$ cat src/hw/nvm_ctrl_pkg.sv
/*
 * Constants shared by the byte-wide nonvolatile access controller:
 * register offsets in the I/O space, control field positions, reset
 * values and timing counts.
 * Assumes a 40 MHz register clock and a 1 MHz timing oscillator.
 */
package nvm_ctrl_pkg;
   // Clock figures
   localparam int          CLK_PERIOD_NS      = 25;
   localparam int          OSC_FREQ_HZ        = 1000000;
   localparam int          WRITE_OSC_CYCLES   = 8448;
   localparam int          WRITE_TIME_US      =
      int'(64'(WRITE_OSC_CYCLES) * 64'd1000000 / OSC_FREQ_HZ);
   localparam int          WTIMER_W           = 14;

   // Array geometry
   localparam int          NVM_ADDR_W         = 11;
   localparam int          NVM_DATA_W         = 8;
   localparam int          IO_ADDR_W          = 6;

   // I/O offsets
   localparam logic [5:0]  OFS_ADDR_HI        = 6'h1F;
   localparam logic [5:0]  OFS_ADDR_LO        = 6'h1E;
   localparam logic [5:0]  OFS_DATA           = 6'h1D;
   localparam logic [5:0]  OFS_CTRL           = 6'h1C;

   // Control field positions
   localparam int          BIT_READ_STROBE    = 0;
   localparam int          BIT_WRITE_STROBE   = 1;
   localparam int          BIT_WRITE_ARM      = 2;
   localparam int          BIT_READY_IRQ_EN   = 3;

   // Reset values
   localparam logic [10:0] ADDR_RESET         = 11'h000;
   localparam logic [7:0]  DATA_RESET         = 8'h00;
   localparam logic        IRQ_EN_RESET       = 1'b0;

   // Cycle counts on the register clock
   localparam logic [2:0]  ARM_CYCLES         = 3'h4;
   localparam logic [2:0]  WRITE_STALL_CYCLES = 3'h2;
   localparam logic [2:0]  READ_STALL_CYCLES  = 3'h4;
endpackage

$ cat src/hw/nvm_timer_if.sv
/*
 * Carrier between the access controller and its write timer.
 * Assumes all three signals live on the register clock.
 */
`timescale 1ns/1ps
`default_nettype none
interface nvm_timer_if;
   logic start;     // One-cycle request to begin a write
   logic osc_tick;  // One pulse per oscillator rising edge
   logic busy;      // Write in progress

   modport ctrl  (output start, output osc_tick, input busy);
   modport timer (input start, input osc_tick, output busy);
endinterface
`default_nettype wire

$ cat src/hw/osc_edge_sync.sv
/*
 * Brings the free-running timing oscillator into the register clock
 * domain and emits one pulse per rising edge.
 * Assumes the oscillator is much slower than the register clock.
 */
`timescale 1ns/1ps
`default_nettype none
module osc_edge_sync (
   input  wire logic clk_i,
   input  wire logic por_n_i,
   input  wire logic osc_i,
   output var  logic tick_o
);
   logic [2:0] chain;
   logic       level;
   logic [2:0] next_chain;
   logic       next_level;
   logic       next_tick;

   // Shift chain, level moves only when stages two and three agree
   always_comb begin
      next_chain = {chain[1:0], osc_i};
      next_level = level;
      next_tick  = 1'b0;
      if (chain[1] == chain[2]) begin
         next_level = chain[2];
         next_tick  = chain[2] & ~level;
      end
   end

   always_ff @(posedge clk_i or negedge por_n_i) begin
      if (!por_n_i) begin
         chain  <= 3'h0;
         level  <= 1'b0;
         tick_o <= 1'b0;
      end else begin
         chain  <= next_chain;
         level  <= next_level;
         tick_o <= next_tick;
      end
   end
endmodule
`default_nettype wire

$ cat src/hw/nvm_write_timer.sv
/*
 * Self-timed write duration counter, counting oscillator ticks.
 * Assumes power-on reset only, so system resets do not abort a write.
 */
`timescale 1ns/1ps
`default_nettype none
module nvm_write_timer
   import nvm_ctrl_pkg::*;
#(
   parameter int WRITE_CYCLES = WRITE_OSC_CYCLES
) (
   input  wire logic    clk_i,
   input  wire logic    por_n_i,
   nvm_timer_if.timer   tmr
);
   logic [WTIMER_W-1:0] cnt;
   logic                busy;
   logic [WTIMER_W-1:0] next_cnt;
   logic                next_busy;

   // Count ticks from start until the write time has passed
   always_comb begin
      next_cnt  = cnt;
      next_busy = busy;
      if (!busy && tmr.start) begin
         next_busy = 1'b1;
         next_cnt  = '0;
      end else if (busy && tmr.osc_tick) begin
         if (cnt == WTIMER_W'(WRITE_CYCLES - 1)) begin
            next_busy = 1'b0;
         end
         next_cnt = cnt + 1'b1;
      end
   end

   always_ff @(posedge clk_i or negedge por_n_i) begin
      if (!por_n_i) begin
         cnt  <= '0;
         busy <= 1'b0;
      end else begin
         cnt  <= next_cnt;
         busy <= next_busy;
      end
   end

   assign tmr.busy = busy;
endmodule
`default_nettype wire

$ cat src/hw/eeprom_byte_access_ctrl.sv
/*
 * Byte access controller between the CPU I/O registers and the data
 * EEPROM array: armed self-timed writes, stalled reads, ready interrupt.
 * Assumes a combinational array read port and a 1 MHz oscillator pin.
 */
`timescale 1ns/1ps
`default_nettype none
module eeprom_byte_access_ctrl
   import nvm_ctrl_pkg::*;
#(
   parameter int WRITE_CYCLES = WRITE_OSC_CYCLES
) (
   input  wire logic                  clk_i,
   input  wire logic                  rst_n_i,
   input  wire logic                  por_n_i,
   input  wire logic [IO_ADDR_W-1:0]  io_addr_i,
   input  wire logic [7:0]            io_wdata_i,
   input  wire logic                  io_we_i,
   input  wire logic                  io_re_i,
   output var  logic [7:0]            io_rdata_o,
   input  wire logic                  global_irq_enable_i,
   input  wire logic                  selfprog_active_i,
   input  wire logic                  power_down_i,
   input  wire logic                  osc_i,
   output var  logic                  ready_irq_o,
   output var  logic                  cpu_stall_o,
   output var  logic                  osc_keep_o,
   output var  logic [NVM_ADDR_W-1:0] ee_addr_o,
   output var  logic [7:0]            ee_wdata_o,
   output var  logic                  ee_prog_o,
   input  wire logic [7:0]            ee_rdata_i
);
   nvm_timer_if tmr ();

   // Register state
   logic [NVM_ADDR_W-1:0] addr;
   logic [7:0]            data;
   logic                  ready_irq_enable;
   logic                  master_write_arm;
   logic [2:0]            arm_cnt;
   logic [2:0]            stall_cnt;
   logic [7:0]            rdata;
   logic [NVM_ADDR_W-1:0] next_addr;
   logic [7:0]            next_data;
   logic                  next_ready_irq_enable;
   logic                  next_master_write_arm;
   logic [2:0]            next_arm_cnt;
   logic [2:0]            next_stall_cnt;
   logic [7:0]            next_rdata;

   // Write capture state, kept across system reset
   logic [NVM_ADDR_W-1:0] lat_addr;
   logic [7:0]            lat_data;
   logic [NVM_ADDR_W-1:0] next_lat_addr;
   logic [7:0]            next_lat_data;

   // Oscillator hold for a power-down that met a running write
   logic                  osc_hold;
   logic                  next_osc_hold;

   // Decoded accesses
   logic                  wr_ctrl;
   logic                  wr_hi;
   logic                  wr_lo;
   logic                  wr_data;
   logic                  write_busy;
   logic                  start_write;
   logic                  start_read;
   logic                  arm_request;

   assign write_busy  = tmr.busy;
   assign wr_ctrl     = io_we_i && (io_addr_i == OFS_CTRL);
   assign wr_hi       = io_we_i && (io_addr_i == OFS_ADDR_HI);
   assign wr_lo       = io_we_i && (io_addr_i == OFS_ADDR_LO);
   assign wr_data     = io_we_i && (io_addr_i == OFS_DATA);
   assign arm_request = wr_ctrl && io_wdata_i[BIT_WRITE_ARM]
                        && !io_wdata_i[BIT_WRITE_STROBE];

   // Write start needs a live arm, no flash write, no write running
   assign start_write = wr_ctrl && io_wdata_i[BIT_WRITE_STROBE]
                        && master_write_arm
                        && !selfprog_active_i
                        && !write_busy;
   // Read is blocked while a write runs or is being started
   assign start_read  = wr_ctrl && io_wdata_i[BIT_READ_STROBE]
                        && !write_busy && !start_write;

   // Oscillator edges into the register domain
   osc_edge_sync u_sync (
      .clk_i   (clk_i),
      .por_n_i (por_n_i),
      .osc_i   (osc_i),
      .tick_o  (tmr.osc_tick)
   );

   // Self-timed write counter on power-on reset only
   nvm_write_timer #(
      .WRITE_CYCLES (WRITE_CYCLES)
   ) u_timer (
      .clk_i   (clk_i),
      .por_n_i (por_n_i),
      .tmr     (tmr)
   );

   assign tmr.start = start_write;

   // Next values of software-visible registers
   always_comb begin
      next_addr             = addr;
      next_data             = data;
      next_ready_irq_enable = ready_irq_enable;
      next_master_write_arm = master_write_arm;
      next_arm_cnt          = arm_cnt;
      next_stall_cnt        = stall_cnt;
      next_rdata            = rdata;
      // Address writes ignored during a write
      if (wr_hi && !write_busy) begin
         next_addr[NVM_ADDR_W-1:8] = io_wdata_i[NVM_ADDR_W-9:0];
      end
      if (wr_lo && !write_busy) begin
         next_addr[7:0] = io_wdata_i;
      end
      if (wr_data) begin
         next_data = io_wdata_i;
      end
      if (wr_ctrl) begin
         next_ready_irq_enable = io_wdata_i[BIT_READY_IRQ_EN];
      end
      // Arm window counts down and drops after four cycles
      if (arm_cnt != 3'h0) begin
         next_arm_cnt = arm_cnt - 3'h1;
         if (arm_cnt == 3'h1) begin
            next_master_write_arm = 1'b0;
         end
      end
      if (arm_request) begin
         next_master_write_arm = 1'b1;
         next_arm_cnt          = ARM_CYCLES;
      end
      if (start_write) begin
         next_master_write_arm = 1'b0;
         next_arm_cnt          = 3'h0;
      end
      // CPU stall counter
      if (stall_cnt != 3'h0) begin
         next_stall_cnt = stall_cnt - 3'h1;
      end
      if (start_write) begin
         next_stall_cnt = WRITE_STALL_CYCLES;
      end else if (start_read) begin
         next_stall_cnt = READ_STALL_CYCLES;
         next_data      = ee_rdata_i;
      end
      // Registered read-back
      case (io_addr_i)
         OFS_ADDR_HI: next_rdata = {5'h00, addr[NVM_ADDR_W-1:8]};
         OFS_ADDR_LO: next_rdata = addr[7:0];
         OFS_DATA:    next_rdata = data;
         OFS_CTRL:    next_rdata = {4'h0, ready_irq_enable, master_write_arm,
                                    write_busy, 1'b0};
         default:     next_rdata = 8'h00;
      endcase
      if (!io_re_i) begin
         next_rdata = rdata;
      end
   end

   always_ff @(posedge clk_i or negedge rst_n_i) begin
      if (!rst_n_i) begin
         addr             <= ADDR_RESET;
         data             <= DATA_RESET;
         ready_irq_enable <= IRQ_EN_RESET;
         master_write_arm <= 1'b0;
         arm_cnt          <= 3'h0;
         stall_cnt        <= 3'h0;
         rdata            <= 8'h00;
      end else begin
         addr             <= next_addr;
         data             <= next_data;
         ready_irq_enable <= next_ready_irq_enable;
         master_write_arm <= next_master_write_arm;
         arm_cnt          <= next_arm_cnt;
         stall_cnt        <= next_stall_cnt;
         rdata            <= next_rdata;
      end
   end

   // Capture of address and data at write start
   always_comb begin
      next_lat_addr = lat_addr;
      next_lat_data = lat_data;
      if (start_write) begin
         next_lat_addr = addr;
         next_lat_data = data;
      end
   end

   // Power-on reset only, so a running write survives system reset
   always_ff @(posedge clk_i or negedge por_n_i) begin
      if (!por_n_i) begin
         lat_addr <= ADDR_RESET;
         lat_data <= DATA_RESET;
      end else begin
         lat_addr <= next_lat_addr;
         lat_data <= next_lat_data;
      end
   end

   // Oscillator stays on for the rest of a power-down that saw a write
   always_comb begin
      next_osc_hold = osc_hold;
      if (power_down_i && write_busy) begin
         next_osc_hold = 1'b1;
      end
      if (!power_down_i) begin
         next_osc_hold = 1'b0;
      end
   end

   // Power-on reset only, like the write it follows
   always_ff @(posedge clk_i or negedge por_n_i) begin
      if (!por_n_i) begin
         osc_hold <= 1'b0;
      end else begin
         osc_hold <= next_osc_hold;
      end
   end

   // Array side and CPU-facing outputs
   assign ee_addr_o   = write_busy ? lat_addr : addr;
   assign ee_wdata_o  = lat_data;
   assign ee_prog_o   = write_busy;
   assign osc_keep_o  = write_busy || osc_hold;
   assign cpu_stall_o = (stall_cnt != 3'h0);
   assign io_rdata_o  = rdata;
   assign ready_irq_o = ready_irq_enable && global_irq_enable_i
                        && !write_busy;
endmodule
`default_nettype wire

$ cat config.mk
export PLATFORM = sky130hd
export DESIGN_NAME = eeprom_byte_access_ctrl
export DESIGN_NICKNAME = d
export VERILOG_FILES = /design/src/hw/nvm_ctrl_pkg.sv /design/src/hw/nvm_timer_if.sv /design/src/hw/osc_edge_sync.sv /design/src/hw/nvm_write_timer.sv /design/src/hw/eeprom_byte_access_ctrl.sv
export SDC_FILE = /design/constraint.sdc
export NUM_CORES = 1
export LEC_CHECK = 0
export BUFFER_PORTS_ARGS = -buffer_cell sky130_fd_sc_hd__buf_2
export CAP_MARGIN = 20
export CORE_MARGIN = 8
export CORE_UTILIZATION = 55
export CTS_BUF_LIST = sky130_fd_sc_hd__clkbuf_8 sky130_fd_sc_hd__clkbuf_16
export CTS_CLUSTER_DIAMETER = 50
export CTS_CLUSTER_SIZE = 12
export DETAILED_ROUTE_END_ITERATION = 10
export GPL_TIMING_DRIVEN = 1
export PLACE_DENSITY = 0.89
export REMOVE_ABC_BUFFERS = 1
export SETUP_SLACK_MARGIN = 0.2
export SYNTH_ARGS = -nofsm -noshare
export SYNTH_HDL_FRONTEND = slang
export SYNTH_HIERARCHICAL = 1
export SYNTH_SLANG_ARGS = --single-unit
$ cat constraint.sdc
create_clock -name clk_i -period 2.8 [get_ports clk_i]
set_clock_uncertainty 0.05 [all_clocks]
set_input_delay 0.42 -clock clk_i [delete_from_list [all_inputs] [get_ports clk_i]]
set_output_delay 0.42 -clock clk_i [all_outputs]
set_load 0.05 [all_outputs]
# Word-level counts from Yosys, hierarchy flattened
# Cells that the tools add are included.
[op_classes]
bitwise_logic = 2
n_mux = 23
n_reduce_logical = 34
n_addsub = 3
n_eq_ne = 8
[op_table]
columns = ["cell", "count"]
rows = [
  ["8-bit case mux with 4 select lines", 1],
  ["14-bit 2-to-1 mux", 2],
  ["6-bit by 5-bit == test with 1-bit output (second input constant)", 4],
  ["8-bit 2-to-1 mux", 3],
  ["1-bit logical AND", 20],
  ["3-bit 2-to-1 mux", 6],
  ["3-bit nonzero test", 5],
  ["14-bit by 1-bit adder with 14-bit output (second input constant)", 1],
  ["14-bit == test (second input constant)", 1],
  ["11-bit 2-to-1 mux", 1],
  ["1-bit 2-to-1 mux", 10],
  ["3-bit by 1-bit subtractor with 3-bit output (second input constant)", 2],
  ["1-bit logical NOT", 4],
  ["2-bit AND reduction", 2],
  ["2-bit nonzero test", 2],
  ["3-bit by 1-bit == test with 1-bit output (second input constant)", 1],
  ["2-bit by 1-bit != test with 1-bit output (second input constant)", 1],
  ["1-bit bitwise AND", 1],
  ["1-bit == test", 1],
  ["1-bit logical OR", 1],
  ["1-bit NOT", 1],
]
[totals]
regBits = 75
out_inout_bits = 31

# Logic depth before layout (Yosys ltp)
# Gate-level depths: netlist of run 1.
[logic_depth]
ltp_word = 10
ltp_mapped = 10
mapped_depth_nobuf = 6

# By module
# Netlist of run 1, hierarchy kept.
[by_module_without_submodules]
columns = ["mod", "instances", "cells_each", "seq_area_each_um2", "area_each_um2"]
rows = [
  ["eeprom_byte_access_ctrl", 1, 216, 1376.3, 2630.0],
  ["nvm_write_timer", 1, 79, 375.4, 808.3],
  ["osc_edge_sync", 1, 7, 125.1, 146.4],
]

# Least setup slack after synthesis of run 1
# Ideal clock, no wire load.
[synth_path]
path_kind = "register to register"
from = "register u_timer.busy, in the netlist u_timer/tmr.busy"
to = "register u_timer.cnt[4]"
setup_ns = 0.096
t_required_ns = 2.654
path_slack_ns = 0.394
t_arrival_ns = 2.260
stages_incl_launch_ff = 11
path_buffers = 4
cell_sequence = "dfrtp_1 > buf_2 > nand4bb_1 > nand4bb_1 > clkbuf_1 > buf_4 > inv_1 > nand2b_1 > buf_2 > o211ai_1 > o31ai_1"
[synth_via]
elab_chain_cells = 4
word_cells_on_any_way = 6
[synth_lines]
columns = ["element", "line_no", "source"]
rows = [
  ["start: declaration", "nvm_write_timer.sv:17", "logic busy;"],
  ["start signal: assignment", "nvm_write_timer.sv:42", "busy <= next_busy;"],
  ["1-bit logical NOT *", "eeprom_byte_access_ctrl.sv:83", "&& !write_busy;"],
  ["1-bit logical AND *", "eeprom_byte_access_ctrl.sv:83", ""],
  ["net start_write", "eeprom_byte_access_ctrl.sv:67", "logic start_write;"],
  ["1-bit logical AND *", "nvm_write_timer.sv:25", "if (!busy && tmr.start) begin"],
  ["14-bit 2-to-1 mux / 2-bit nonzero test (equally long branches)", "--", ""],
  ["end signal: assignment", "nvm_write_timer.sv:41", "cnt <= next_cnt;"],
  ["end: declaration", "nvm_write_timer.sv:16", "logic [WTIMER_W-1:0] cnt;"],
]
# Mark *: on every way through the listed nets, which the timed path passes. The rest lies on a longest branch.
# A chain may end at the register's enable or synchronous reset.

# Worst setup path in the final report of run 1
[layout_path]
from = "register u_timer.busy, in the netlist u_timer/tmr.busy"
to = "output ee_addr_o[2]"
[layout_via]
elab_chain_cells = 1
[layout_lines]
columns = ["element", "line_no", "source"]
rows = [
  ["11-bit 2-to-1 mux", "eeprom_byte_access_ctrl.sv:230", "assign ee_addr_o = write_busy ? lat_addr : addr;"],
  ["end: declaration", "eeprom_byte_access_ctrl.sv:28", "output var logic [NVM_ADDR_W-1:0] ee_addr_o,"],
]
# Every way passes these cells.

==> key figures, run 1 <==
STA
  – Peak Freq: 413.8 MHz
  – Final max-slew violation count: 0
  – Hold Fails Final Rpt: 0
  – RSZ-0062 raised after global routing: no
  – Least-Margin Pin Slew: 0.9174 ns
  – Final period util: 86.30%
  – Final setup fails: 0
  – Rel. slew slack: 38.84%
  – Min Tclk post-route: 2.416 ns
  – TNS Setup: 0 ns

Critical path
  – CP Max Fanout: 18
  – WP data arrival: 1.95 ns
  – Critical R2R Capture: u_timer/cnt[7]
  – WS Path Type: reg2out
  – Reg2reg setup slack: 0.63 ns
  – Crit path capture type: primary output
  – Reg-to-reg startpoint: u_timer/tmr.busy
  – CP startpoint kind: register
  – Crit path from: u_timer/tmr.busy
  – Worst EP required: 2.33 ns
  – R2R depth: 6

GRT
  – Largest net degree at the start of global routing: 41
  – Antenna violations before repair: 0
  – Grt ovf: 0
  – Gr usage total: 17.99%
  – Vias in the first global route: 2823
  – First-pass GRT wire length: 13910 um

Die
  – Die span in y: 96.73 um
  – Die Area: 9357 um2
  – Starting density of the core: 56.78%
  – Die X: 96.73 um
  – Io pins: 62
  – Core Area: 6314 um2
  – Row Count: 29

Clock network
  – CTS Buf Count: 9
  – Root Driver: clkbuf_8
  – # resized after CTS: 0
  – Post-CTS setup buffers: 0
  – Clk pin slew, worst setup/hold paths: 0.08 ns
  – CTS H-tree depth: 3
  – TritonCTS clock tree: done
  – Worst skew pair latency: 0.35 ns
  – Clk buf depth: 2
  – CTS Hold Bufs: 0
  – Clk sinks: 75

Layout
  – Inserted Diodes: 0
  – Area Overhead vs Synth: 17.03%
  – Final Core Density: 66.45%
  – Filler cells: 464
  – Post-route insts no fill: 448
  – Layout cells sized above 1: 36.39%
  – # nets final: 403

Yosys
  – Netlist Area Pre-Place: 3585 um2
  – Synth Flop Type: dfrtp_1
  – Sequential area share after synthesis: 52.36%
  – Synth cell count leaders: 75 x dfrtp_1, 43 x mux2_2, 19 x nor2_1
  – Synth unique cells: 48
  – Syn Area/Cell: 11.87 um2
  – Warnings, synthesis: 6
  – Count leader, synth: dfrtp_1
  – Asr flop ratio synth: 100.0%
  – Mapped Cells: 302
  – Cell taking the most area after synthesis: dfrtp_1
  – Area fraction of the dominant cell type after synthesis: 52.36%
  – Number of synthesized flops with an enable pin: 0
  – Register bit total from synthesis: 75
  – Synth area leaders: dfrtp_1 52%, mux2_2 14%, mux2i_1 4.2%

Pwr
  – Sw Ratio: 29.40%
  – P_leak: 2.137 nW
  – Pwr per Cell Area: 684.7 nW/um2
  – Psw: 0.0008446 W
  – Clk pwr share: 35.5%
  – Reg power frac: 44.6%
  – Worst vdd ir: 0.3978 mV
  – Internal Power: 0.002028 W
  – Total Power: 0.002873 W
  – Combinational power share: 19.9%

Flow run
  – Max-cap violations: 0

Route
  – WL/cell: 18.73 um
  – Drt drc: 0
  – Initial DRC Count: 156
  – Drt first pass iters: 4
  – DR vias: 2686
  – Routed Wire Length: 8393 um
  – Vias/cell: 5.996
  – Final ANT Viol Nets: 0

Place
  – PortBufs: 61
  – GP Congestion: 0.8409
  – Post-detail-place hpwl: 5938 um
  – DP Cell Count: 432

Outcome
  – Status: complete, no violations

Hold path
  – Hold Path Class: in2async
## layout make-up
class                           count  area [um2]  area share (%)
Sequential cell                    75        1877           44.74
Multi-Input combinational cell    198        1578           37.61
Timing Repair Buffer               64       327.8           7.814
Clock buffer                       10       137.6           3.281
Clock inverter                      6       111.4           2.654
Tap cell                           77       96.34           2.296
Inverter                           18       67.56           1.610
## cell usage in the layout, fill, tap and decap left out, types with 3 or more instances in the layout
master / n
a21oi_1: 11
a22oi_1: 5
buf_2: 61
buf_4: 3
bufinv_16: 3
clkbuf_8: 10
dfrtp_1: 75
ha_1: 6
inv_1: 18
mux2_2: 43
mux2i_1: 15
nand2_1: 17
nand2b_1: 4
nand3_1: 10
nand4_1: 7
nand4bb_1: 3
nor2_1: 19
nor2b_1: 4
o21ai_0: 9
o22ai_1: 6
o311ai_0: 3
o41ai_1: 3
## stage by stage
stage | worst slack, ns | hold slack [ns] | area, um2
finish | 0.3836 | 0.1070 | 4195
global route | 0.3470 | 0.1129 | 4195
CTS | 0.3923 | 0.1153 | 4195
detailed placement | 0.5270 | 0.2913 | 3946
global placement | 0.6105 | 0.2841 | 3946
floorplan | -0.1938 | 0.07441 | 3522
## sequential cells by signal, summed over array words and instances (netlist names)
name and count:
u_timer/tmr.busy 1, arm_cnt 3, data 8, u_sync/tick_o 1, u_sync/level 1, ready_irq_enable 1, master_write_arm 1, osc_hold 1
stall_cnt 3, io_rdata_o 8, u_timer/cnt 14, addr 11, lat_addr 11, u_sync/chain 3, ee_wdata_o 8
## per-layer routing
layer	up-vias	share of wire, %	GRT usage, %
met4	0	2.6	9.112
met1	1353	42	21.38
met2	87	52	31.04
li1	1225	-	-
met3	21	3.7	2.347
met5	-	0	0
## logic make-up after synthesis
kind of cell / share of synthesized area, %
DFF: 52.36
muxes: 18.95
AOI/OAI and AO/OA: 7.784
xor gates and xnor gates: 0.4887
and+or+nand+nor: 14.38
adders and majority gates: 2.408
buffers and inverters: 3.630
## worst max-delay path, stage by stage (launching register included)
cell     delay (ns)
dfrtp_1        0.64
buf_4          0.35
mux2_2         0.39
buf_2          0.22
## how the worst max path moves through the flow
| stage | end | slack, ns |
|---|---|---|
| 2_1_floorplan | u_timer/cnt[7] | -0.19 |
| 3_3_place_gp | addr[3] | 0.61 |
| 3_5_place_dp | u_timer/cnt[7] | 0.53 |
| 4_1_cts | ee_addr_o[2] | 0.39 |
| 5_1_grt | ee_addr_o[2] | 0.35 |
| 6_report | ee_addr_o[2] | 0.38 |
## power by group through the flow
stage	sequential [W]	combinational, W	clock (W)
6_report	0.00128	0.000572	0.00102
5_1_grt	0.00130	0.000632	0.00107
4_1_cts	0.00128	0.000579	0.00103
3_5_place_dp	0.00130	0.000573	0
3_3_place_gp	0.00129	0.000534	0
2_1_floorplan	0.00128	0.000408	0
Note: power is estimated with default switching activity, not from simulation.
==> run 2: changes to the inputs <==
- CORE_MARGIN: 8 -> 4
==> key figures, run 2 (synthesis results as in run 1) <==
Critical path
  – Worst EP required: 2.98 ns (+0.65 ns)
  – WS Path Type: reg2reg
  – WP data arrival: 2.31 ns (+0.36 ns)
  – CP Max Fanout: 14 (-4)
  – Crit path capture type: register
  – CP startpoint kind: register
  – Critical R2R Capture: data[5]
  – Reg2reg setup slack: 0.68 ns (+0.05 ns)
  – Reg-to-reg startpoint: u_timer/tmr.busy
  – R2R depth: 6 (unchanged)

STA
  – Peak Freq: 470.9 MHz (+14%)
  – Rel. slew slack: 37.70% (-1.1 points)
  – RSZ-0062 raised after global routing: no
  – Final period util: 75.84% (-10 points)
  – Final max-slew violation count: 0 (unchanged)
  – Final setup fails: 0 (unchanged)
  – Hold Fails Final Rpt: 0 (unchanged)
  – Setup ws final: 0.6765 ns (+0.2930 ns)
  – Least-Margin Pin Slew: 0.9344 ns (+0.01698 ns)
  – TNS Setup: 0 ns (unchanged)
  – Min Tclk post-route: 2.123 ns (-0.2930 ns)

Route
  – DR vias: 2647 (-1.5%)
  – Routed Wire Length: 8216 um (-2.1%)
  – Initial DRC Count: 221 (+42%)
  – WL/cell: 18.30 um (-2.3%)
  – Drt first pass iters: 4 (unchanged)
  – Vias/cell: 5.895 (-1.7%)
  – Drt drc: 0 (unchanged)
  – Final ANT Viol Nets: 0 (unchanged)

Hold path
  – Hold Path Class: in2async

GRT
  – Grt ovf: 0 (unchanged)
  – Gr usage total: 22.36% (+4.4 points)
  – Largest net degree at the start of global routing: 41 (unchanged)
  – Antenna violations before repair: 0 (unchanged)
  – Vias in the first global route: 2655 (-6.0%)
  – First-pass GRT wire length: 13180 um (-5.3%)

Place
  – Setup WS pre-CTS: 0.5735 ns (+0.04653 ns)
  – Post-detail-place hpwl: 5644 um (-4.9%)
  – DP Cell Count: 433 (+0.23%)
  – GP Congestion: 0.8530 (+1.4%)
  – Placed inst area: 3954 um2 (+0.19%)
  – PortBufs: 61 (unchanged)

Layout
  – Filler cells: 451 (-2.8%)
  – Final Core Density: 65.81% (-0.64 points)
  – Number of flip-flops in the largest register: 14 (unchanged)
  – Post-route insts no fill: 449 (+0.22%)
  – Regs by FF count: u_timer/cnt (14), addr (11), lat_addr (11)
  – Finished Cell Area: 4179 um2 (-0.39%)
  – Most frequent cells in the layout: 75 x dfrtp_1, 61 x buf_2, 43 x mux2_2, 19 x nor2_1, 18 x inv_1
  – Inserted Diodes: 0 (unchanged)
  – Area Overhead vs Synth: 16.58%
  – Layout cells sized above 1: 36.56% (+0.17 points)
  – # nets final: 404 (+0.25%)
  – Most common cell after layout, fill and taps aside: dfrtp_1
  – Top reg by flops: u_timer/cnt

Die
  – Starting density of the core: 56.45% (-0.32 points)
  – Die Area: 7873 um2 (-16%)
  – Die span in y: 88.73 um (-8.3%)
  – Row Count: 29 (unchanged)
  – Core Area: 6350 um2 (+0.57%)
  – Die X: 88.73 um (-8.3%)
  – Io pins: 62 (unchanged)

Outcome
  – Status: complete, no violations

Clock network
  – CTS Buf Count: 9 (unchanged)
  – Clk pin slew, worst setup/hold paths: 0.09 ns (about the same)
  – CTS Hold Bufs: 0 (unchanged)
  – # resized after CTS: 0 (unchanged)
  – Post-CTS setup buffers: 0 (unchanged)
  – Clk buf depth: 2 (unchanged)
  – Clk sinks: 75 (unchanged)
  – CTS H-tree depth: 3 (unchanged)
  – Worst skew pair latency: 0.36 ns (about the same)
  – TritonCTS clock tree: done
  – Root Driver: clkbuf_8

Flow run
  – Max-cap violations: 0 (unchanged)

Pwr
  – Pwr per Cell Area: 669.8 nW/um2 (-2.2%)
  – Worst vdd ir: 0.4993 mV (+26%)
  – P_leak: 2.125 nW (-0.53%)
run 2: changes by cell type in the layout (fill, tap and decap cells not counted), sizes merged:
cell	change
buf	+1
bufinv	-1
clkbuf	-1
clkinv	+1
clkinvlp	+1
run 2: worst max-delay path by stage:
stage,from,to,slack [ns]
after floorplan,u_timer/tmr.busy,u_timer/cnt[7],-0.19
after global placement,io_addr_i[5],addr[7],0.65
after detailed placement,io_addr_i[5],addr[6],0.57
after CTS,u_timer/tmr.busy,data[5],0.71
after global routing,u_timer/tmr.busy,data[5],0.48
final,u_timer/tmr.busy,data[5],0.68
run 2: area by class of cell:
| class | instances | area, um2 | share of cell area, % |
|---|---|---|---|
| well taps | 77 | 96.34 | 2.305 |
| clock inverters | 7 | 101.3 | 2.425 |
| inverters | 18 | 67.56 | 1.617 |
| repair buffers | 65 | 335.3 | 8.024 |
| flip-flops and latches | 75 | 1877 | 44.91 |
| clock buffers | 9 | 123.9 | 2.964 |
| multi-input cells | 198 | 1578 | 37.75 |
run 2: metal layers:
layer  global-route usage, %  part of all wire (%)  vias to the layer above
li1                        -                     -                     1221
met2                   34.48                    50                       96
met1                   30.07                    42                     1313
met4                   11.95                   2.1                        0
met3                   4.097                   6.5                       17
met5                       0                     0                        -
run 2: critical path, cell delays in order (launching register included):
cell,delay (ns)
dfrtp_1,0.40
buf_4,0.21
nor4b_1,0.40
nand4_1,0.38
buf_4,0.31
nor2_1,0.16
a21oi_1,0.09
run 2: report_power, final:
group          leakage [nW]  switching (W)  internal (W)
combinational          1.06       0.000353      0.000219
sequential            0.960      0.0000900       0.00119
clock                 0.106       0.000439      0.000507
run 2: stage by stage:
stage          power, W  hold WS [ns]
4_1_cts        0.002806        0.1121
3_3_place_gp   0.001825        0.2848
2_1_floorplan  0.001686       0.07441
5_1_grt        0.002925        0.1208
3_5_place_dp   0.001872        0.2957
6_report       0.002799       0.08903
==> run 3: changes to the inputs <==
- clock period: 2.8 -> 2 ns (I/O delays scaled with it)
==> key figures, run 3 (synthesis results as in run 1) <==
Outcome
  – Status: finished with violations
  – Failing checks: hold timing

STA
  – Final setup fails: 0 (unchanged)
  – RSZ-0062 raised after global routing: yes
  – Least-Margin Pin Slew: 0.8145 ns (-0.1200 ns)
  – Hold Fails Final Rpt: 4 (+4)
  – Setup ws final: 0.1273 ns (-0.5493 ns)
  – Peak Freq: 534.0 MHz
  – Final max-slew violation count: 0 (unchanged)
  – Rel. slew slack: 45.70% (+8.0 points)
  – Min Tclk post-route: 1.873 ns
  – Hold_ws: -0.004100 ns (-0.09313 ns)
  – Final period util: 93.64%

Pwr
  – Total Power: 0.004096 W (+46%)
  – Worst vdd ir: 0.6978 mV (+40%)
  – Pwr per Cell Area: 903.0 nW/um2 (+35%)
  – P_leak: 2.271 nW (+6.9%)

GRT
  – Gr usage total: 24.35% (+2.0 points)
  – Vias in the first global route: 2821 (+6.3%)
  – Largest net degree at the start of global routing: 41 (unchanged)
  – Antenna violations before repair: 0 (unchanged)
  – Grt ovf: 0 (unchanged)
  – First-pass GRT wire length: 14410 um (+9.4%)

Clock network
  – Root Driver: clkbuf_8
  – TritonCTS clock tree: done
  – Clk pin slew, worst setup/hold paths: 0.08 ns (about the same)
  – Clk buf depth: 2 (unchanged)
  – CTS H-tree depth: 3 (unchanged)
  – CTS Buf Count: 9 (unchanged)
  – Worst skew pair latency: 0.35 ns (about the same)
  – Clk sinks: 75 (unchanged)

Critical path
  – Reg2reg setup slack: 0.22 ns (-0.46 ns)
  – WP data arrival: 1.52 ns (-0.79 ns)
  – Critical-path cell list: buf_8 -> buf_4 -> mux2_2 -> buf_6
  – Crit path capture type: primary output
  – CP startpoint kind: register
  – Critical path buffer and inverter count: 3 (+1)
  – WS Path Type: reg2out
  – CP Max Fanout: 6 (-8)
  – Family with the most delay on the worst path: buffers and inverters
  – R2R depth: 6 (unchanged)
  – Critical path's slowest cell: dfrtp_1
  – Worst EP required: 1.65 ns (-1.33 ns)
  – CP max stage delay: 0.38 ns (-0.02 ns)
  – Reg-to-reg startpoint: u_timer/tmr.busy
  – Critical R2R Capture: addr[4]

Route
  – WL/cell: 20.84 um (+14%)
  – Vias/cell: 6.075 (+3.1%)
  – Routed Wire Length: 9690 um (+18%)
  – DR vias: 2825 (+6.7%)
  – Drt first pass iters: 4 (unchanged)
  – Drt drc: 0 (unchanged)
  – Final ANT Viol Nets: 0 (unchanged)
  – Initial DRC Count: 241 (+9.0%)

Die
  – Io pins: 62 (unchanged)
  – Starting density of the core: 56.45% (unchanged)
  – Die Area: 7873 um2 (unchanged)
  – Die span in y: 88.73 um (unchanged)
  – Core Area: 6350 um2 (unchanged)
  – Row Count: 29 (unchanged)
  – Die X: 88.73 um (unchanged)

Place
  – DP Cell Count: 441 (+1.8%)
  – Setup WS pre-CTS: 0.1242 ns (-0.4493 ns)
  – PortBufs: 61 (unchanged)
  – GP Congestion: 0.8713 (+2.1%)
  – Post-detail-place hpwl: 5820 um (+3.1%)

Layout
  – Register area: 1877 um2 (unchanged)
  – Multi-input gate area: 1658 um2 (+5.1%)
  – Regs by FF count: u_timer/cnt (14), addr (11), lat_addr (11)
  – Most frequent cells in the layout: 75 x dfrtp_1, 48 x buf_2, 29 x mux2_2, 19 x nor2_1
  – Final Core Density: 71.43% (+5.6 points)
  – Number of flip-flops in the largest register: 14 (unchanged)
  – Filler cells: 373 (-17%)
  – Layout cells sized above 1: 40.21% (+3.6 points)
  – Area Overhead vs Synth: 26.53%
  – # nets final: 420 (+4.0%)
  – Inserted Diodes: 0 (unchanged)
  – Post-route insts no fill: 465 (+3.6%)
  – Top reg by flops: u_timer/cnt
  – Most common cell after layout, fill and taps aside: dfrtp_1

Hold path
  – Hold Path Class: in2async

Flow run
  – Max-cap violations: 0 (unchanged)
[run 3: cell type report]
class	instances	area share [%]
Sequential cell	75	41.38
Multi-Input combinational cell	198	36.55
Timing Repair Buffer	81	13.43
Clock buffer	11	3.338
Tap cell	77	2.124
Clock inverter	5	1.683
Inverter	18	1.490
[run 3: stage by stage]
stage          hold WS, ns  setup TNS, ns  cell area (um2)
2_1_floorplan     -0.04559         -29.04             3522
3_3_place_gp        0.2367              0             4026
3_5_place_dp        0.2486              0             4026
4_1_cts           0.008533              0             4451
5_1_grt            0.06127              0             4536
6_report         -0.004100              0             4536
[run 3: routing by layer]
metal	up-vias	GRT usage (%)	share of wire (%)
met3	34	3.818	5.5
met2	125	40.62	52
li1	1256	-	-
met5	-	0	0
met1	1410	31.17	39
met4	0	11.26	3.3
[run 3: power breakdown]
| part | switching [W] | total, W | internal, W | leakage, nW |
|---|---|---|---|---|
| clock network | 0.000553 | 0.00132 | 0.000765 | 0.117 |
| registers | 0.000146 | 0.00181 | 0.00167 | 0.960 |
| logic | 0.000531 | 0.000964 | 0.000433 | 1.19 |
[run 3: what timing repair did]
| action | in CTS | in global routing |
|---|---|---|
| gates resized for setup | 40 | 20 |
| hold buffers | 2 | 0 |
| setup buffers | 4 | 2 |
| hold endpoints to repair | 41 | 0 |
| setup endpoints to repair | 18 | 42 |
| pin swaps | 0 | 2 |
[run 3: how the worst max path moves through the flow]
stage,start,end,depth (start not counted)
global placement,io_addr_i[5],addr[4],6
detailed placement,io_addr_i[5],u_timer/cnt[0],8
CTS,u_timer/tmr.busy,ee_addr_o[8],4
finish,u_timer/tmr.busy,ee_addr_o[5],4
global route,u_timer/tmr.busy,ee_addr_o[1],4
floorplan,u_timer/tmr.busy,u_timer/cnt[7],6
[run 3: worst register-to-register path, cell delays in order (launching register included)]
cell and delay, ns:
dfrtp_1 0.40, buf_8 0.15, buf_12 0.14, buf_4 0.14
nor4b_4 0.27, buf_6 0.20, mux2_4 0.31
